<file path="config.mk">
export PLATFORM = sky130hd
export DESIGN_NAME = sss_sequencer
export DESIGN_NICKNAME = d
export VERILOG_FILES = /design/src/sss_pkg.sv /design/src/sss_chan_if.sv /design/src/sss_chan_mon.sv /design/src/sss_sequencer.sv /design/src/sss_window_timer.sv
export VERILOG_INCLUDE_DIRS = /design/src
export SDC_FILE = /design/constraint.sdc
export NUM_CORES = 1
export LEC_CHECK = 0
export BUFFER_PORTS_ARGS = -buffer_cell sky130_fd_sc_hd__clkbuf_2
export CAP_MARGIN = 20
export CORE_MARGIN = 2
export CORE_UTILIZATION = 50
export DETAILED_ROUTE_END_ITERATION = 8
export PLACE_DENSITY = 0.71
export SLEW_MARGIN = 25
export SYNTH_ARGS = -nofsm -noshare
export SYNTH_HDL_FRONTEND = slang
export SYNTH_SLANG_ARGS = --single-unit
</file>
<file path="constraint.sdc">
create_clock -name clk -period 2.03 [get_ports clk]
set_input_delay 0.3045 -clock clk [delete_from_list [all_inputs] [get_ports clk]]
set_output_delay 0.3045 -clock clk [all_outputs]
set_load 0.01 [all_outputs]
</file>
<file path="src/sss_regs.svh">
`ifndef SSS_REGS_SVH
`define SSS_REGS_SVH

// ============================================================
// clock
`define SSS_CLK_HZ 40000000
`define SSS_CYC_PER_MS (`SSS_CLK_HZ / 1000)

// ============================================================
// timing figures in ms
`define SSS_SYNC_WINDOW_MS 500
`define SSS_ACT_DELAY_MS 100
`define SSS_RESPONSE_MS 20
`define SSS_RECOVERY_MS 200
`define SSS_START_PULSE_MS 80
`define SSS_POWERON_WAIT_MS 2500

// ============================================================
// derived cycle counts
`define SSS_SYNC_CYCLES (`SSS_SYNC_WINDOW_MS * `SSS_CYC_PER_MS)
`define SSS_ACT_DELAY_CYCLES (`SSS_ACT_DELAY_MS * `SSS_CYC_PER_MS)
`define SSS_RESPONSE_CYCLES (`SSS_RESPONSE_MS * `SSS_CYC_PER_MS)

// ============================================================
// start function selector
`define SSS_SEL_W 4
`define SSS_SEL_MIN 4'h1
`define SSS_SEL_MAX 4'h8
`define SSS_SEL_BIT_TEST 0
`define SSS_SEL_BIT_MONITORED 1
`define SSS_SEL_BIT_NODYN 2

`endif

</file>
<file path="src/sss_pkg.sv">
package sss_pkg;

  // ============================================================
  // sequencer states
  typedef enum logic [1:0] {
    ST_SAFE = 2'b00,
    ST_PULSE = 2'b01,
    ST_RUN = 2'b10
  } sss_state_t;

  // ============================================================
  // decoded start function
  typedef struct packed {
    logic monitored;
    logic startupTest;
    logic dynamization;
  } sss_cfg_t;

endpackage : sss_pkg

</file>
<file path="src/sss_chan_if.sv">
`timescale 1ns/1ps

interface sss_chan_if;
  logic active;
  logic seenLow;

  modport mon (
    output active,
    output seenLow
  );

  modport seq (
    input active,
    input seenLow
  );
endinterface : sss_chan_if

</file>
<file path="src/sss_chan_mon.sv">
`timescale 1ns/1ps

module sss_chan_mon (
  input wire logic clk,
  input wire logic arst_n,
  input wire logic chIn,
  sss_chan_if.mon ch
);

  logic seenLow;

  // ============================================================
  // inactive at any time since power-up counts as a deactivation
  assign ch.active = chIn;
  assign ch.seenLow = seenLow;

  always_ff @(posedge clk or negedge arst_n)
  begin
    if (!arst_n)
      seenLow <= 1'b0;
    else if (!chIn)
      seenLow <= 1'b1;
  end
endmodule : sss_chan_mon

</file>
<file path="src/sss_sequencer.sv">
`timescale 1ns/1ps
`include "sss_regs.svh"

module sss_sequencer #(
  parameter int SYNC_CYCLES = `SSS_SYNC_CYCLES,
  parameter int NUM_OUT = 2
) (
  input wire logic clk,
  input wire logic arst_n,
  input wire logic channel_a_input,
  input wire logic channel_b_input,
  input wire logic startIn,
  input wire logic syncEnable,
  input wire logic [`SSS_SEL_W-1:0] selPos,
  output logic [NUM_OUT-1:0] safeOut,
  output logic running,
  output logic cfgError,
  output logic dynEnable,
  output logic syncFault,
  output logic testPending
);

  if (NUM_OUT < 1)
  begin : g_bad_out
    $error("sss_sequencer: NUM_OUT must be at least 1");
  end
  if (SYNC_CYCLES < 1)
  begin : g_bad_sync
    $error("sss_sequencer: SYNC_CYCLES must be at least 1");
  end

  // ============================================================
  // channel monitors, one per channel input
  sss_chan_if chA ();
  sss_chan_if chB ();

  sss_chan_mon u_mon_a (
    .clk(clk),
    .arst_n(arst_n),
    .chIn(channel_a_input),
    .ch(chA)
  );

  sss_chan_mon u_mon_b (
    .clk(clk),
    .arst_n(arst_n),
    .chIn(channel_b_input),
    .ch(chB)
  );

  // ============================================================
  // selector capture and decode
  logic cfgCaptured;
  logic [`SSS_SEL_W-1:0] selLatched;
  logic cfgErr;
  sss_pkg::sss_cfg_t cfg;

  wire [`SSS_SEL_W-1:0] posIdx = selLatched - `SSS_SEL_MIN;
  wire selInRange = (selLatched >= `SSS_SEL_MIN) &&
    (selLatched <= `SSS_SEL_MAX);
  wire selMoved = cfgCaptured && (selPos != selLatched);
  wire next_cfgErr = cfgErr || selMoved ||
    (cfgCaptured && !selInRange);

  assign cfg.monitored = posIdx[`SSS_SEL_BIT_MONITORED];
  assign cfg.startupTest = posIdx[`SSS_SEL_BIT_TEST];
  assign cfg.dynamization = !posIdx[`SSS_SEL_BIT_NODYN];

  // straps are caught on the first edge after release, never by reset
  always_ff @(posedge clk or negedge arst_n)
  begin
    if (!arst_n)
      cfgCaptured <= 1'b0;
    else
      cfgCaptured <= 1'b1;
  end

  always_ff @(posedge clk or negedge arst_n)
  begin
    if (!arst_n)
      selLatched <= '0;
    else if (!cfgCaptured)
      selLatched <= selPos;
  end

  always_ff @(posedge clk or negedge arst_n)
  begin
    if (!arst_n)
      cfgErr <= 1'b0;
    else
      cfgErr <= next_cfgErr;
  end

  // ============================================================
  // channel synchronization
  logic pairOk;
  logic syncFail;
  logic pairArmed;
  logic windowExpired;

  wire bothHigh = chA.active && chB.active;
  wire bothLow = !chA.active && !chB.active;
  wire oneHigh = chA.active ^ chB.active;
  wire windowRun = syncEnable && oneHigh && pairArmed;

  sss_window_timer #(
    .COUNT(SYNC_CYCLES)
  ) u_sync_timer (
    .clk(clk),
    .arst_n(arst_n),
    .run(windowRun),
    .expired(windowExpired)
  );

  // a pair only forms from the idle state, so a late channel cannot
  // rejoin a partner that stayed active
  always_ff @(posedge clk or negedge arst_n)
  begin
    if (!arst_n)
      pairArmed <= 1'b0;
    else if (bothLow)
      pairArmed <= 1'b1;
    else if (pairOk || syncFail || (windowExpired && oneHigh))
      pairArmed <= 1'b0;
  end

  always_ff @(posedge clk or negedge arst_n)
  begin
    if (!arst_n)
      pairOk <= 1'b0;
    else if (!bothHigh)
      pairOk <= 1'b0;
    else if (pairArmed && !syncFail)
      pairOk <= 1'b1;
  end

  always_ff @(posedge clk or negedge arst_n)
  begin
    if (!arst_n)
      syncFail <= 1'b0;
    else if (windowExpired && oneHigh)
      syncFail <= 1'b1;
    else if (bothLow)
      syncFail <= 1'b0;
  end

  // ============================================================
  // startup test
  logic testDone;

  wire testPass = chA.seenLow && chB.seenLow && bothHigh;

  always_ff @(posedge clk or negedge arst_n)
  begin
    if (!arst_n)
      testDone <= 1'b0;
    else if (testPass)
      testDone <= 1'b1;
  end

  // ============================================================
  // start sequencing
  sss_pkg::sss_state_t state;
  sss_pkg::sss_state_t next_state;
  logic startPrev;

  wire startRise = startIn && !startPrev;
  wire startFall = !startIn && startPrev;
  wire inputsOk = bothHigh && pairOk && !syncFail;
  wire cfgOk = cfgCaptured && !next_cfgErr;
  wire testOk = testDone || !cfg.startupTest;
  wire goCond = cfgOk && inputsOk && testOk;

  always_ff @(posedge clk or negedge arst_n)
  begin
    if (!arst_n)
      startPrev <= 1'b0;
    else
      startPrev <= startIn;
  end

  // one machine serves power-on and every later restart
  always_comb
  begin
    next_state = state;
    case (state)
      sss_pkg::ST_SAFE:
      begin
        if (cfgOk && cfg.monitored && startRise)
          next_state = sss_pkg::ST_PULSE;
        else if (goCond && !cfg.monitored && startIn)
          next_state = sss_pkg::ST_RUN;
      end
      sss_pkg::ST_PULSE:
      begin
        // pulse length is the source's duty; short pulses are accepted
        if (!cfgOk)
          next_state = sss_pkg::ST_SAFE;
        else if (startFall && goCond)
          next_state = sss_pkg::ST_RUN;
        else if (startFall)
          next_state = sss_pkg::ST_SAFE;
      end
      sss_pkg::ST_RUN:
      begin
        if (!bothHigh || syncFail || !cfgOk)
          next_state = sss_pkg::ST_SAFE;
      end
      default:
        next_state = sss_pkg::ST_SAFE;
    endcase
  end

  always_ff @(posedge clk or negedge arst_n)
  begin
    if (!arst_n)
      state <= sss_pkg::ST_SAFE;
    else
      state <= next_state;
  end

  // ============================================================
  // outputs, all registered
  wire next_run = (next_state == sss_pkg::ST_RUN);

  always_ff @(posedge clk or negedge arst_n)
  begin
    if (!arst_n)
    begin
      safeOut <= '0;
      running <= 1'b0;
    end
    else
    begin
      safeOut <= {NUM_OUT{next_run}};
      running <= next_run;
    end
  end

  always_ff @(posedge clk or negedge arst_n)
  begin
    if (!arst_n)
    begin
      cfgError <= 1'b0;
      dynEnable <= 1'b0;
      syncFault <= 1'b0;
      testPending <= 1'b0;
    end
    else
    begin
      cfgError <= next_cfgErr;
      dynEnable <= cfgCaptured && selInRange && cfg.dynamization;
      syncFault <= syncFail;
      testPending <= cfgCaptured && cfg.startupTest && !testDone;
    end
  end
endmodule : sss_sequencer

</file>
<file path="src/sss_window_timer.sv">
`timescale 1ns/1ps

module sss_window_timer #(
  parameter int COUNT = 20000000
) (
  input wire logic clk,
  input wire logic arst_n,
  input wire logic run,
  output logic expired
);

  localparam int W = $clog2(COUNT + 1);
  localparam logic [W-1:0] LAST = W'(COUNT - 1);

  if (COUNT < 1)
  begin : g_bad_count
    $error("sss_window_timer: COUNT must be at least 1");
  end

  logic [W-1:0] cnt;
  wire atLast = (cnt == LAST);

  // ============================================================
  // counts while run holds, restarts when it drops
  always_ff @(posedge clk or negedge arst_n)
  begin
    if (!arst_n)
      cnt <= '0;
    else if (!run)
      cnt <= '0;
    else if (!atLast)
      cnt <= cnt + W'(1);
  end

  always_ff @(posedge clk or negedge arst_n)
  begin
    if (!arst_n)
      expired <= 1'b0;
    else
      expired <= run && atLast;
  end
endmodule : sss_window_timer
</file>
==> results.py <==
metrics = {
    "outcome": {
        "status": "finished with violations",
        "violations": "hold timing",
    },
    "sta": {
        "hold_violations": 9,
        "whs_ns": -0.0113,
        "setup_viol": 0,
        "fmax_ghz": 0.514,
        "worst_slack_ns": 0.0839,
        "relSlewSlack": 0.613,
        "period_share": 0.959,
        "layout_min_cycle_time_ns": 1.95,
        "worstMarginPinSlew_ns": 0.581,
        "finalClockSkew_ns": 0.00567,
        "rsz0062_at_grt": "yes",
        "tns_ns": 0,
        "drv_slew": 0,
    },
    "routing": {
        "vias": 1664,
        "wl_per_cell_um": 13.7,
        "avgViaCountPerCell": 5.44,
        "drt_iter0_markers": 72,
        "routed_wirelength_um": 4180,
        "dr.pass1.iters": 4,
        "postRouteAntennaNets": 0,
        "drc": 0,
    },
    "logic_synthesis": {
        "synth_area_per_cell_um2": 10.1,
        "synth_cell_types": 42,
        "synth_top_area_frac": 0.510,
        "ys_ff_latch": 45,
        "synth_nets": 234,
        "yosysSeqAreaShare": 0.510,
        "synth_area_um2": 2210,
        "yosys_warnings": 0,
        "synth_top_area_cell": "dfrtp_1",
        "synth_cells": 219,
        "synthTopCellsByArea": "dfrtp_1 (51%), nor2_1 (3.9%), xnor2_1 (3.6%), xor2_1 (3.6%), ha_1 (2.8%)",
    },
    "clocking": {
        "cts_setup_buffers": 0,
        "cts_buffer_depth": 2,
        "clk_latency_ns": 0.29,
        "numCtsBuffers": 5,
        "cts_hold_buf": 0,
        "cts.clk_slew.worst_paths_ns": 0.08,
        "cts_tree": "yes",
        "cts-root-buf": "clkbuf_8",
        "cts.sinks": 45,
        "htree_num_levels": 2,
    },
    "final_layout": {
        "nFillCells": 357,
        "drive_gt1_frac": 0.201,
        "fin_nets": 268,
        "fin_cells": 306,
        "final_cell_mix": "dfrtp_1 (45), nor2_1 (23), buf_4 (17)",
        "layout_commonest_cell": "dfrtp_1",
        "syn_to_final_growth_pct": 17.0,
        "antenna-diode-count": 0,
    },
    "worst_setup_path": {
        "startpoint_type": "flip-flop",
        "cp_max_fo": 6,
        "path_class": "flip-flop to flip-flop",
        "end_kind": "flip-flop",
        "cp.arrival_ns": 2.13,
        "required_ns": 2.22,
    },
    "floorplan": {
        "die_x_um": 70.5,
        "start_util": 0.515,
        "pin_count": 17,
        "fp.coreArea_um2": 4290,
        "fp-row-count": 24,
        "dieHeight_um": 70.5,
        "dieArea_um2": 4970,
    },
    "place": {
        "dpl_worst_slack_ns": 0.0901,
        "dp_hpwl_um": 3090,
        "gp_congestion": 0.848,
        "port_buffers": 16,
        "dpl.cell_count": 298,
    },
    "global_routing": {
        "antenna_found_initial": 0,
        "grt_pass1_wl_um": 7590,
        "globalRouteTotalUtil": 0.191,
        "gr-total-overflow": 0,
        "grt_max_degree": 25,
        "grt_pass1_vias": 1727,
    },
    "flow_run": {
        "maxCapViolCount": 0,
    },
    "pwr": {
        "power.density_nw_per_um2": 685,
        "p_total_uw": 1770,
        "power.leakage_uw": 0.00109,
        "irDropWorstVdd_v": 0.000620,
    },
    "hold_path": {
        "hold_class": "input pin to async pin",
    },
}
registers in the layout (all words and copies together) (netlist names):
signal	cells
cfgCaptured	1
cfgError	1
dynEnable	1
pairArmed	1
pairOk	1
running	1
selLatched	4
startPrev	1
state	2
syncFail	1
syncFault	1
testDone	1
testPending	1
u_mon_a.ch.seenLow	1
u_mon_b.ch.seenLow	1
u_sync_timer.cnt	25
u_sync_timer.expired	1
power breakdown:
part	total, µW	leakage, µW	internal [µW]	switching (µW)
Combinational	131	0.000440	58.3	72.2
Clock	707	0.0000574	400	306
Sequential	932	0.000589	915	17.5
Total	1770	0.00109	1370	396
final timing paths:
kind	startpoint	to	slack, ns	cells after the start
max	u_sync_timer.cnt[8]	u_sync_timer.cnt[0]	0.08	6
min	arst_n	dynEnable	-0.01	1
max reg2reg	u_sync_timer.cnt[8]	u_sync_timer.cnt[0]	0.08	6
min reg2reg	syncFail	syncFault	0.47	0
max in group asynchronous	arst_n	u_sync_timer.cnt[1]	1.51	2
min in group clk	startIn	startPrev	0.14	1
per-layer routing:
metal  up-vias  wire length [µm]  global-route usage
li1        828                 -                   -
met1       801              1910               0.247
met2        28              2070               0.325
met3         7               139              0.0303
met4         0                58              0.0684
met5         -                 0                   0
stage by stage:
stage,cell area [µm²],utilization
2_1_floorplan,2210,-
3_3_place_gp,2460,0.573
3_5_place_dp,2460,0.573
4_1_cts,2580,0.601
5_1_grt,2580,0.602
6_report,2580,0.602
logic make-up (layout without fill, tap and decap cells):
kind of cell             after synthesis  in the layout  synth area share
XOR/XNOR                              18             18            0.0714
multiplexers                           6              6            0.0294
other                                  1              1           0.00170
flip-flops                            45             45             0.510
AO/OA/AOI/OAI                         30             30            0.0781
adder cells (fa/ha/maj)                5              5            0.0283
AND/OR/NAND/NOR                       99             99             0.249
buffers and inverters                 15             50            0.0323
critical path: stages, from the launching register on:
cell     delay, ns
dfrtp_1       0.38
or4_1         0.51
or4_4         0.47
nor2_4        0.13
buf_4         0.15
xor2_1        0.15
nor2_1        0.05
area by class of cell:
class | instances | area, µm² | area share
tap | 52 | 65.1 | 0.0252
multi-input combinational | 159 | 1020 | 0.393
timing repair buffer | 34 | 228 | 0.0881
inverter | 8 | 30.0 | 0.0116
sequential | 45 | 1130 | 0.436
clock inverter | 2 | 37.5 | 0.0145
clock buffer | 6 | 82.6 | 0.0319
synth_stat cells (all sizes together):
master and count:
nor4b 3, or4 4, conb 1, mux2i 2
nor2b 1, nand2 14, nand3b 1, nand3 12
nor2 24, and4 1, xnor2 9, inv 8
mux2 4, a31oi 1, buf 3, clkbuf 4
or4b 1, o21a 2, or3 5, nand4 4
o21ai 11, a21oi 10, nand4b 1, o211ai 1
nor3b 5, o21bai 1, xor2 9, nor4 2
ha 5, nand2b 8, and2 1, a21o 1
a31o 1, dfrtp 45, and3 4, nor3 7
nand4bb 1, o31ai 2
timing repair:
action                     4_1_cts  5_1_grt
setup endpoints to repair        0       10
resized for setup                0        2
hold endpoints to repair         0        0
No activity file was read; power rests on OpenSTA's default activity.
